File: src/pmt_consts.svh
// Register offsets, field positions, reset values and timing counts of the period match timer.
`ifndef PMT_CONSTS_SVH
`define PMT_CONSTS_SVH

`define PMT_OFF_COUNT 12'h000
`define PMT_OFF_PERIOD 12'h004
`define PMT_OFF_CONTROL 12'h008
`define PMT_OFF_FLAGS 12'h00c
`define PMT_OFF_ENABLE 12'h010
`define PMT_OFF_FLAG_CLR 12'h014

`define PMT_CTL_CKPS_LSB 0
`define PMT_CTL_RUN_BIT 2
`define PMT_CTL_OUTPS_LSB 3
`define PMT_MATCH_FLAG_BIT 1

`define PMT_COUNT_RST 8'h00
`define PMT_PERIOD_RST 8'hff
`define PMT_CONTROL_RST 7'h00

`define PMT_DIV1_LAST 4'h0
`define PMT_DIV4_LAST 4'h3
`define PMT_DIV16_LAST 4'hf

`endif

File: src/pmt_pkg.sv
// Types shared by the period match timer files.
package pmt_pkg;

   typedef struct packed {
      logic [3:0] output_postscale_select;
      logic timer_run;
      logic [1:0] clock_prescale_select;
   } pmt_ctl_t;

   typedef struct packed {
      logic match_pulse;
      logic time_base;
      logic shift_clock;
   } pmt_out_t;

   typedef enum logic [1:0] {
      PMT_DIV1,
      PMT_DIV4,
      PMT_DIV16
   } pmt_div_t;

endpackage : pmt_pkg

File: src/pmt_postscaler.sv
// Postscale counter that raises an event on the match that follows the selected number of matches.
`timescale 1ns/1ns
`include "pmt_consts.svh"

module pmt_postscaler
   import pmt_pkg::*;
#(
   parameter int WIDTH = 4
) (
   input wire logic clk,
   input wire logic rst_n,
   input wire logic clear,
   input wire logic match,
   input wire logic [WIDTH-1:0] select,
   output logic event_out
);

   logic [WIDTH-1:0] post_q;
   logic [WIDTH-1:0] post_d;

   assign event_out = match && (post_q == select) && !clear;

   always_comb begin
      post_d = post_q;
      if (clear) begin
         post_d = '0;
      end else if (match) begin
         post_d = (post_q == select) ? '0 : post_q + 1'b1;
      end
   end

   always_ff @(posedge clk) begin
      if (!rst_n) begin
         post_q <= '0;
      end else begin
         post_q <= post_d;
      end
   end

endmodule : pmt_postscaler

File: src/pmt_prescaler.sv
// Prescale divider that turns every first, fourth or sixteenth instruction clock cycle into a timer tick.
`timescale 1ns/1ns
`include "pmt_consts.svh"

module pmt_prescaler
   import pmt_pkg::*;
#(
   parameter int WIDTH = 4
) (
   input wire logic clk,
   input wire logic rst_n,
   input wire logic run,
   input wire logic clear,
   input wire logic [1:0] select,
   output logic tick
);

   // **************************************************
   // Divide selection
   // **************************************************
   function automatic logic [WIDTH-1:0] last_count(input logic [1:0] sel);
      case (sel)
         2'h0: last_count = WIDTH'(`PMT_DIV1_LAST);
         2'h1: last_count = WIDTH'(`PMT_DIV4_LAST);
         default: last_count = WIDTH'(`PMT_DIV16_LAST);
      endcase
   endfunction : last_count

   logic [WIDTH-1:0] pre_q;
   logic [WIDTH-1:0] pre_d;
   logic at_last;

   assign at_last = (pre_q >= last_count(select));
   assign tick = run && at_last && !clear;

   always_comb begin
      pre_d = pre_q;
      if (clear) begin
         pre_d = '0;
      end else if (run) begin
         pre_d = at_last ? '0 : pre_q + 1'b1;
      end
   end

   always_ff @(posedge clk) begin
      if (!rst_n) begin
         pre_q <= '0;
      end else begin
         pre_q <= pre_d;
      end
   end

endmodule : pmt_prescaler

File: src/pmt_timer.sv
// Top of the period match timer: bus slave, count, period compare and interrupt.
//
// Added by the designer: the register addresses and register access over AHB-Lite.
`timescale 1ns/1ns
`include "pmt_consts.svh"

module pmt_timer
   import pmt_pkg::*;
(
   input wire logic clk,
   input wire logic rst_n,
   input wire logic hsel,
   input wire logic [11:0] haddr,
   input wire logic [1:0] htrans,
   input wire logic hwrite,
   input wire logic [2:0] hsize,
   input wire logic [31:0] hwdata,
   input wire logic hready,
   output logic hreadyout,
   output logic [31:0] hrdata,
   output logic hresp,
   output logic irq,
   output logic pwm_time_base,
   output logic spi_shift_clock
);

   // **************************************************
   // Bus address phase capture
   // **************************************************
   logic wr_pend_q;
   logic wr_pend_d;
   logic [11:0] wr_addr_q;
   logic [11:0] wr_addr_d;
   logic [31:0] rdata_q;
   logic [31:0] rdata_d;
   logic addr_phase;

   assign addr_phase = hsel && hready && htrans[1];

   // Writes land in the data phase, so a write is always answered in one wait-free cycle.
   always_comb begin
      wr_pend_d = addr_phase && hwrite;
      wr_addr_d = addr_phase ? haddr : wr_addr_q;
   end

   always_ff @(posedge clk) begin
      if (!rst_n) begin
         wr_pend_q <= 1'b0;
         wr_addr_q <= 12'h000;
      end else begin
         wr_pend_q <= wr_pend_d;
         wr_addr_q <= wr_addr_d;
      end
   end

   logic wr_count;
   logic wr_period;
   logic wr_control;
   logic wr_enable;
   logic wr_flag_clr;

   assign wr_count = wr_pend_q && (wr_addr_q == `PMT_OFF_COUNT);
   assign wr_period = wr_pend_q && (wr_addr_q == `PMT_OFF_PERIOD);
   assign wr_control = wr_pend_q && (wr_addr_q == `PMT_OFF_CONTROL);
   assign wr_enable = wr_pend_q && (wr_addr_q == `PMT_OFF_ENABLE);
   assign wr_flag_clr = wr_pend_q && (wr_addr_q == `PMT_OFF_FLAG_CLR);

   // **************************************************
   // Timer state
   // **************************************************
   logic [7:0] count_q;
   logic [7:0] count_d;
   logic [7:0] period_q;
   logic [7:0] period_d;
   pmt_ctl_t ctl_q;
   pmt_ctl_t ctl_d;
   logic flag_q;
   logic flag_d;
   logic enable_q;
   logic enable_d;
   logic scaler_clear;
   logic tick;
   logic match;
   logic post_event;
   pmt_out_t out_q;
   pmt_out_t out_d;

   assign scaler_clear = wr_count || wr_control;

   pmt_prescaler #(
      .WIDTH(4)
   ) u_pre (
      .clk(clk),
      .rst_n(rst_n),
      .run(ctl_q.timer_run),
      .clear(scaler_clear),
      .select(ctl_q.clock_prescale_select),
      .tick(tick)
   );

   // Compare runs each timer tick; a stopped timer produces no match.
   assign match = tick && (count_q == period_q);

   pmt_postscaler #(
      .WIDTH(4)
   ) u_post (
      .clk(clk),
      .rst_n(rst_n),
      .clear(scaler_clear),
      .match(match),
      .select(ctl_q.output_postscale_select),
      .event_out(post_event)
   );

   always_comb begin
      count_d = count_q;
      // The matching tick loads zero, so one cycle spans the period value plus one ticks.
      if (wr_count) begin
         count_d = hwdata[7:0];
      end else if (match) begin
         count_d = 8'h00;
      end else if (tick) begin
         count_d = count_q + 8'h01;
      end
      // A control write leaves the count alone.
      period_d = wr_period ? hwdata[7:0] : period_q;
      ctl_d = wr_control ? pmt_ctl_t'(hwdata[6:0]) : ctl_q;
      enable_d = wr_enable ? hwdata[`PMT_MATCH_FLAG_BIT] : enable_q;
      // The setting event wins over a clear in the same cycle.
      flag_d = flag_q;
      if (wr_flag_clr && hwdata[`PMT_MATCH_FLAG_BIT]) begin
         flag_d = 1'b0;
      end
      if (post_event) begin
         flag_d = 1'b1;
      end
      out_d.match_pulse = match;
      out_d.time_base = match;
      out_d.shift_clock = match;
   end

   always_ff @(posedge clk) begin
      if (!rst_n) begin
         count_q <= `PMT_COUNT_RST;
         period_q <= `PMT_PERIOD_RST;
         ctl_q <= pmt_ctl_t'(`PMT_CONTROL_RST);
         flag_q <= 1'b0;
         enable_q <= 1'b0;
         out_q <= '0;
      end else begin
         count_q <= count_d;
         period_q <= period_d;
         ctl_q <= ctl_d;
         flag_q <= flag_d;
         enable_q <= enable_d;
         out_q <= out_d;
      end
   end

   // **************************************************
   // Read path and outputs
   // **************************************************
   logic irq_q;
   logic irq_d;

   always_comb begin
      rdata_d = 32'h0000_0000;
      if (addr_phase && !hwrite) begin
         case (haddr)
            `PMT_OFF_COUNT: rdata_d = {24'h000000, count_d};
            `PMT_OFF_PERIOD: rdata_d = {24'h000000, period_d};
            `PMT_OFF_CONTROL: rdata_d = {25'h0, ctl_d};
            `PMT_OFF_FLAGS: rdata_d = {30'h0, flag_d, 1'b0};
            `PMT_OFF_ENABLE: rdata_d = {30'h0, enable_d, 1'b0};
            default: rdata_d = 32'h0000_0000;
         endcase
      end
      irq_d = flag_d && enable_d;
   end

   always_ff @(posedge clk) begin
      if (!rst_n) begin
         rdata_q <= 32'h0000_0000;
         irq_q <= 1'b0;
      end else begin
         rdata_q <= rdata_d;
         irq_q <= irq_d;
      end
   end

   assign hrdata = rdata_q;
   assign hreadyout = 1'b1;
   assign hresp = 1'b0;
   assign irq = irq_q;
   assign pwm_time_base = out_q.time_base;
   assign spi_shift_clock = out_q.shift_clock;

   // **************************************************
   // Checks
   // **************************************************
   // Helper counters: cycles since the last tick, and matches since the last flag event.
   logic [4:0] gap_q;
   logic [4:0] gap_d;
   logic [4:0] seen_q;
   logic [4:0] seen_d;

   always_comb begin
      gap_d = gap_q;
      if (scaler_clear || tick) begin
         gap_d = 5'h00;
      end else if (ctl_q.timer_run && gap_q != 5'h1f) begin
         gap_d = gap_q + 5'h01;
      end
      seen_d = seen_q;
      if (scaler_clear || post_event) begin
         seen_d = 5'h00;
      end else if (match) begin
         seen_d = seen_q + 5'h01;
      end
   end

   always_ff @(posedge clk) begin
      if (!rst_n) begin
         gap_q <= 5'h00;
         seen_q <= 5'h00;
      end else begin
         gap_q <= gap_d;
         seen_q <= seen_d;
      end
   end

   a_reset_values: assert property (@(posedge clk) $rose(rst_n) |->
      count_q == 8'h00 && period_q == 8'hff && ctl_q == 7'h00)
      else $error("reset values wrong");
   a_match_restart: assert property (@(posedge clk) disable iff (!rst_n)
      match && !wr_count |=> count_q == 8'h00)
      else $error("count not zeroed after match");
   a_count_step: assert property (@(posedge clk) disable iff (!rst_n)
      tick && !match && !wr_count |=> count_q == $past(count_q) + 8'h01)
      else $error("count did not step");
   a_hold_stopped: assert property (@(posedge clk) disable iff (!rst_n)
      !ctl_q.timer_run && !wr_count |=> count_q == $past(count_q))
      else $error("stopped count moved");
   a_ctl_keeps: assert property (@(posedge clk) disable iff (!rst_n)
      wr_control && !tick |=> count_q == $past(count_q))
      else $error("control write changed count");
   a_match_eq: assert property (@(posedge clk) disable iff (!rst_n)
      match |-> count_q == period_q && ctl_q.timer_run)
      else $error("match without equality");
   a_flag_sticky: assert property (@(posedge clk) disable iff (!rst_n)
      flag_q && !wr_flag_clr |=> flag_q)
      else $error("flag dropped");
   a_irq_gate: assert property (@(posedge clk) disable iff (!rst_n)
      ##1 irq == ($past(flag_d) && $past(enable_d)))
      else $error("irq not gated");
   a_time_base: assert property (@(posedge clk) disable iff (!rst_n)
      match |=> pwm_time_base && spi_shift_clock)
      else $error("time base missing");
   a_bit7_zero: assert property (@(posedge clk) disable iff (!rst_n)
      $past(addr_phase && !hwrite && haddr == `PMT_OFF_CONTROL) |-> !hrdata[7])
      else $error("bit seven read one");
   a_flag_set: assert property (@(posedge clk) disable iff (!rst_n)
      post_event |=> flag_q)
      else $error("flag not set");
   a_div4: assert property (@(posedge clk) disable iff (!rst_n)
      tick && ctl_q.clock_prescale_select == 2'h1 && !scaler_clear |=> !tick [*3])
      else $error("divide by four broken");

   // Divider spacing: every scaler clear restarts the gap, so a tick lands on a fixed gap.
   a_div1_gap: assert property (@(posedge clk) disable iff (!rst_n)
      tick && ctl_q.clock_prescale_select == 2'h0 |-> gap_q == 5'h00)
      else $error("divide by one spacing wrong");
   a_div4_gap: assert property (@(posedge clk) disable iff (!rst_n)
      tick && ctl_q.clock_prescale_select == 2'h1 |-> gap_q == 5'h03)
      else $error("divide by four spacing wrong");
   a_div16_gap: assert property (@(posedge clk) disable iff (!rst_n)
      tick && ctl_q.clock_prescale_select[1] |-> gap_q == 5'h0f)
      else $error("divide by sixteen spacing wrong");
   a_tick_due: assert property (@(posedge clk) disable iff (!rst_n)
      ctl_q.timer_run && ctl_q.clock_prescale_select == 2'h0 && !scaler_clear |-> tick)
      else $error("undivided tick missing");
   a_no_tick_off: assert property (@(posedge clk) disable iff (!rst_n)
      !ctl_q.timer_run |-> !tick)
      else $error("tick while stopped");
   a_no_match_stopped: assert property (@(posedge clk) disable iff (!rst_n)
      !ctl_q.timer_run |-> !match)
      else $error("match while stopped");
   a_count_write: assert property (@(posedge clk) disable iff (!rst_n)
      wr_count |=> count_q == $past(hwdata[7:0]))
      else $error("count write lost");
   a_period_write: assert property (@(posedge clk) disable iff (!rst_n)
      wr_period |=> period_q == $past(hwdata[7:0]))
      else $error("period write lost");
   a_ctl_write: assert property (@(posedge clk) disable iff (!rst_n)
      wr_control |=> ctl_q == $past(hwdata[6:0]))
      else $error("control write lost");
   a_enable_write: assert property (@(posedge clk) disable iff (!rst_n)
      wr_enable |=> enable_q == $past(hwdata[`PMT_MATCH_FLAG_BIT]))
      else $error("enable write lost");
   a_scaler_cleared: assert property (@(posedge clk) disable iff (!rst_n)
      scaler_clear |=> u_pre.pre_q == 4'h0 && u_post.post_q == 4'h0)
      else $error("scalers not cleared");

   // Postscale and interrupt side.
   a_post_count: assert property (@(posedge clk) disable iff (!rst_n)
      match |-> post_event == (seen_q == {1'b0, ctl_q.output_postscale_select}))
      else $error("postscale count wrong");
   a_flag_clear: assert property (@(posedge clk) disable iff (!rst_n)
      wr_flag_clr && hwdata[`PMT_MATCH_FLAG_BIT] && !post_event |=> !flag_q)
      else $error("flag not cleared");
   a_irq_masked: assert property (@(posedge clk) disable iff (!rst_n)
      !enable_q && !wr_enable |=> !irq)
      else $error("masked interrupt raised");
   a_pulse_single: assert property (@(posedge clk) disable iff (!rst_n)
      pwm_time_base && ctl_q.clock_prescale_select != 2'h0 |=> !pwm_time_base)
      else $error("match pulse too long");
   a_idle_quiet: assert property (@(posedge clk) disable iff (!rst_n)
      !match |=> !pwm_time_base && !spi_shift_clock)
      else $error("pulse without match");
   a_read_zero_hi: assert property (@(posedge clk) disable iff (!rst_n)
      $past(addr_phase && !hwrite) |-> hrdata[31:8] == 24'h000000)
      else $error("upper read bits set");

   c_match: cover property (@(posedge clk) match);
   c_flag: cover property (@(posedge clk) post_event);
   c_irq: cover property (@(posedge clk) $rose(irq));
   c_div4: cover property (@(posedge clk) tick && ctl_q.clock_prescale_select == 2'h1);
   c_div16: cover property (@(posedge clk) tick && ctl_q.clock_prescale_select == 2'h2);

endmodule : pmt_timer

File: config.mk
export PLATFORM = sky130hd
export DESIGN_NAME = pmt_timer
export DESIGN_NICKNAME = d
export VERILOG_FILES = /design/src/pmt_pkg.sv /design/src/pmt_postscaler.sv /design/src/pmt_prescaler.sv /design/src/pmt_timer.sv
export VERILOG_INCLUDE_DIRS = /design/src
export SDC_FILE = /design/constraint.sdc
export NUM_CORES = 1
export LEC_CHECK = 0
export BUFFER_PORTS_ARGS = -buffer_cell sky130_fd_sc_hd__buf_4
export CORE_MARGIN = 2
export CORE_UTILIZATION = 46
export CTS_BUF_LIST = sky130_fd_sc_hd__clkbuf_8
export DETAILED_ROUTE_END_ITERATION = 8
export PLACE_DENSITY = 0.81
export REMOVE_ABC_BUFFERS = 1
export SLEW_MARGIN = 20
export SYNTH_ARGS = -nofsm -noshare
export SYNTH_HDL_FRONTEND = slang
export SYNTH_SLANG_ARGS = --single-unit
File: constraint.sdc
create_clock -name clk -period 2.8 [get_ports clk]
set_input_delay 0.14 -clock clk [delete_from_list [all_inputs] [get_ports clk]]
set_output_delay 0.14 -clock clk [all_outputs]
set_load 0.05 [all_outputs]
* Word-level counts from Yosys, hierarchy flattened
Index checks and enable logic that the tools add are counted.
** Word-level totals
- Flip-flop bits (word level) :: 80
- Output and inout port bits :: 37
- Word-level logic and storage cells :: 66
** Operators by class
- Equal/unequal tests :: 11
- Muxes and demuxes :: 12
- Order comparisons :: 1
- Bitwise gates (word level) :: 1
- Reduce and logical (&&, ||, !) cells :: 24
- Add/subtract/negate cells :: 3
** Operators with widths (count)
- one-hot mux 8 bit (5 select lines) :: 1
- == test 12 x 4 -> 1 bit (second input constant) :: 3
- == test 12 x 5 -> 1 bit (second input constant) :: 3
- two-way mux 8 bit :: 4
- == test 12 x 3 -> 1 bit (second input constant) :: 2
- logical NOT 12 bit :: 2
- logical AND 1 bit :: 16
- adder 4 x 1 -> 4 bit (second input constant) :: 2
- adder 8 x 1 -> 8 bit (second input constant) :: 1
- == test 8 bit :: 1
- two-way mux 4 bit :: 2
- one-hot mux 4 bit (2 select lines) :: 1
- two-way mux 7 bit :: 1
- == test 4 bit :: 1
- >= comparator 4 bit :: 1
- two-way mux 1 bit :: 3
- == test 2 x 1 -> 1 bit (second input constant) :: 1
- logical NOT 1 bit :: 2
- logical NOT 2 bit :: 1
- AND reduction 2 bit :: 1
- OR reduction 2 bit :: 1
- logical OR 1 bit :: 1
- NOT 1 bit :: 1

* Depth between registers and ports, before layout
- Depth in word-level cells :: 10
- Gate-level depth with buffers :: 9

* By module
Synthesis repeated with hierarchy kept, for this count alone.
** Second synthesis, totals
- Cell total of the unflattened synthesis :: 339
- Area total of the unflattened synthesis :: 3001.6 um^2
** By module, submodules not included
- pmt_timer :: area each 2419.8 um^2, instances 1, cells an instance 278, sequential area each 960.9 um^2
- pmt_prescaler :: area each 331.6 um^2, instances 1, cells an instance 36, sequential area each 80.1 um^2
- pmt_postscaler :: area each 250.2 um^2, instances 1, cells an instance 25, sequential area each 80.1 um^2

* Least setup slack after synthesis
OpenSTA, ideal clock, no wires.
- Path type :: register to register
- From :: reg ctl_q[1] (netlist name)
- To :: reg rdata_q[5] (netlist: hrdata[5])
- Data required time :: 2.730 ns
- Buffers on the path :: 1
- Arrival time :: 2.255 ns
- Setup slack :: 0.475 ns
- Cell stages (with the launch flop) :: 10
- Cell sequence :: dfxtp_1 > or2_2 > ha_1 > nand2b_1 > a2111o_1 > and3_1 > buf_2 > a211oi_2 > o21ai_0 > a21oi_1
** On the way
- Cells in the longest elaborated chain, start to end :: 9
- Elaborated cells between the ends (all ways) :: 11
- Classes of those cells :: order compare (1); eq/ne (1); mux (5); reduce/logical (4)
** Ends and longest elaborated chain
- start: declaration :: RTL line pmt_timer.sv:75 : pmt_ctl_t ctl_q;
- start signal: assignment :: RTL line pmt_timer.sv:146 : ctl_q <= pmt_ctl_t'(`PMT_CONTROL_RST);
- start signal: assignment :: RTL line pmt_timer.sv:153 : ctl_q <= ctl_d;
- == test 2 x 1 -> 1 bit or logical NOT 2 bit (tied branches) :: RTL line pmt_prescaler.sv:22 : case (sel)
- one-hot mux 4 bit (2 select lines) (*) :: RTL line pmt_prescaler.sv:22
- >= comparator 4 bit (*) :: RTL line pmt_prescaler.sv:33 : assign at_last = (pre_q >= last_count(select));
- logical AND 1 bit (*) (2 in a row) :: RTL line pmt_prescaler.sv:34 : assign tick = run && at_last && !clear;
- two-way mux 8 bit or logical AND 1 bit (tied branches) :: RTL line pmt_timer.sv:122, pmt_timer.sv:102
- two-way mux 8 bit (*) :: RTL line pmt_timer.sv:120 : end else if (match) begin
- two-way mux 8 bit (*) :: RTL line pmt_timer.sv:118 : if (wr_count) begin
- one-hot mux 8 bit (5 select lines) (*) :: RTL line pmt_timer.sv:169 : case (haddr)
- end signal: assignment :: RTL line pmt_timer.sv:186 : rdata_q <= rdata_d;
- end: declaration :: RTL line pmt_timer.sv:34 : logic [31:0] rdata_q;
Mark *: on every way between the ends. The rest lies on a longest branch, timed or not.
A chain may end at the register's enable or synchronous reset.

* Worst setup path after layout
- From :: reg ctl_q[1] (netlist name)
- To :: reg rdata_q[6] (netlist: hrdata[6])
The elaborated chain is that of the path after synthesis.

==> metrics.cfg <==
[run_status]
status=completed

[power]
pwr_density_cell_nw_per_um2=468.3
power_frac_comb_pct=10.6
seq_power_share_pct=52.2
leakage_nw=1.408
cellInternalPower_mw=1.160
total_power_mw=1.553
power.switching_uw=392.8
pwr-share-clk_pct=37.2
vdd_drop_max_uv=237.6
switching_share_pct=25.30

[drt]
routed_wirelength_mm=6.464
vias=2527
avgViaCountPerCell=5.505
wire_per_inst_um=14.08
remaining_drc_errors=0
drtPass1Iterations=6
antenna_left=0
drt_iter0_markers=240

[logic_synthesis]
synth_flop_cell=dfxtp_1
ys_top_cells_by_area=dfxtp_1 38%, buf_4 6.9%, nand2_1 6.6%
ys.warnings.count=0
synth.distinct_cells=57
synth.most_common_cell=dfxtp_1
syn-cell-area_um2=2937
async_flop_share_pct=0
ys_top_cells_by_count=56 x dfxtp_1, 52 x nand2_1, 29 x nor2_1, 27 x buf_4, 25 x a21oi_1
yosys.area.top_type=dfxtp_1
ys_seq_area_share_pct=38.18
synth_top_area_share_pct=38.18
avgSynthCellArea_um2=8.487
ys_ff_latch=56
syn_inst=346
synth_edf_count=0

[worst_setup_path]
crit_required_ns=3.04
worst-r2r-cell-count=8
crit_type=reg2reg
critPathMaxFanout=12
r2r_slack_ns=0.17
crit_arrival_ns=2.87
r2r_start=ctl_q[1]$_SDFF_PN0_
cp-start-kind=register
r2r_end=hrdata[6]$_SDFF_PN0_
end_kind=register

[clock_network]
clock_path_buffers=2
h-tree-depth=2
cts_sinks=56
post-cts-setup-buffers=0
ctsHoldBuffers=0
cts_tree=built
cts_made_buffers=5
clk_pin_slew_ns=0.10
clk_latency_ns=0.31
cts_resized=0
cts-root-buf=clkbuf_8

[grt]
antenna_found_initial=0
overflow=0
grt_max_degree=17
grt_first_pass_wirelength_mm=10.73
grt_pass1_vias=2392
track_usage_pct=18.53

[min_path]
min_from=hwdata[7]
min_to=period_q[7]$_SDFF_PN1_
worstHoldPathCells=3
hp-class=in2reg

[sta]
timing_hold_violations_final=0
clock-skew-final_ns=0.004475
maxSlewHeadroom_pct=58.49
slew_viol_final=0
setup_ws_ns=0.1693
fin_tns_setup_ns=0
fin_hold_ws_ns=0.06623
max_slew.worst_pin.slew_ns=0.6140
rsz0062_at_grt=no
min_period_ns=2.631
setup_viol=0
fin_crit_sh_pct=93.96
max_freq_mhz=380.1

[final_layout]
drive_above_1_share_pct=15.97
area_growth_pct=12.91
fin_cells=459
diodes=0
final_nets=442

[placed_design]
dp.cells=451
dp_slack_ns=0.2285
gp_routability_congestion=0.8641
portBuffers=36
dp_hpwl_mm=4.737

[die]
start_util_pct=46.78
die_h_um=83.90
io_pins=91
die_area_um2=7039
die_x_um=83.90
fp-row-count=29
core-area_um2=6277

[job]
cap_violations=0

worst max path at each step:
stage          slack, ns  cells past startpoint                start                    end
2_1_floorplan       0.47                      8  ctl_q[1]$_SDFF_PN0_   hrdata[2]$_SDFF_PN0_
3_3_place_gp        0.24                      8  ctl_q[1]$_SDFF_PN0_   hrdata[6]$_SDFF_PN0_
3_5_place_dp        0.23                      8  ctl_q[1]$_SDFF_PN0_   hrdata[6]$_SDFF_PN0_
4_1_cts             0.20                      8  ctl_q[1]$_SDFF_PN0_   hrdata[6]$_SDFF_PN0_
5_1_grt             0.05                      8  ctl_q[1]$_SDFF_PN0_  count_q[6]$_SDFF_PN0_
6_report            0.17                      8  ctl_q[1]$_SDFF_PN0_   hrdata[6]$_SDFF_PN0_
placed cells by master, fill, tap and decap left out, types with 2 or more instances in the layout:
cell type,count
buf_4,41
a21oi_1,25
a211oi_1,2
nand4b_1,2
ha_1,7
nor3_1,5
xnor2_1,10
dfxtp_1,56
o31a_1,2
o22a_1,2
o22ai_1,4
nor4_2,2
mux2i_1,17
and3_1,5
a221oi_1,3
nor3b_1,2
nand3b_1,2
nor2b_1,2
nor4b_1,2
xor2_1,9
nand2_1,52
conb_1,26
nand3_1,12
nor4_1,5
o21ai_0,10
or2_2,2
nand4_1,6
inv_1,5
clkbuf_8,7
nor2_1,29
or3_1,2
power by group through the flow:
stage,registers (mW),logic (mW),clock network (mW)
floorplan,0.828,0.112,0
global placement,0.829,0.162,0
detailed placement,0.829,0.163,0
CTS,0.811,0.164,0.584
global route,0.812,0.176,0.609
finish,0.811,0.165,0.577
cell families after synthesis:
logic type | after synthesis | share of synthesized area [%]
compound gates | 66 | 14.83
xor+xnor | 19 | 5.667
fa+ha+maj | 7 | 2.982
buf+inv | 42 | 8.862
flops | 56 | 38.18
mux | 17 | 5.795
other cells | 2 | 0.2557
simple gates | 137 | 23.43
flip-flops by register name, indices dropped and copies added, names as in the netlist, 4 cells and up:
register / cells
wr_addr_q: 12
u_post.post_q: 4
hrdata: 8
ctl_q: 7
period_q: 8
u_pre.pre_q: 4
count_q: 8
per-stage QoR:
step	utilization, %	area, um^2
detailed placement	50.81	3189
floorplan	-	2785
CTS	52.82	3316
global route	52.82	3316
global placement	50.81	3189
finish	52.82	3316
critical path: stages (launching register included):
cell and delay, ns:
dfxtp_1 0.35, or2_2 0.31, ha_1 0.26, nand2b_1 0.14, a2111o_1 0.46, and3_1 0.35
a211oi_2 0.37, o21ai_0 0.17, a21oi_1 0.17
cell type report:
cell class	count	area, um^2
fill	588	2962
multi-input combinational	272	1645
sequential	56	1121
timing repair buffer	41	307.8
clock buffer	7	96.34
tap	77	96.34
clock inverter	1	30.03
inverter	5	18.77
routing by layer:
layer	track usage (%)	vias up	wire length, um
li1	-	1244	-
met1	23.37	1182	2750
met2	31.71	93	3255
met3	3.462	8	387
met4	6.305	0	70
met5	0	-	0
Power figures use the tool's default switching activity.
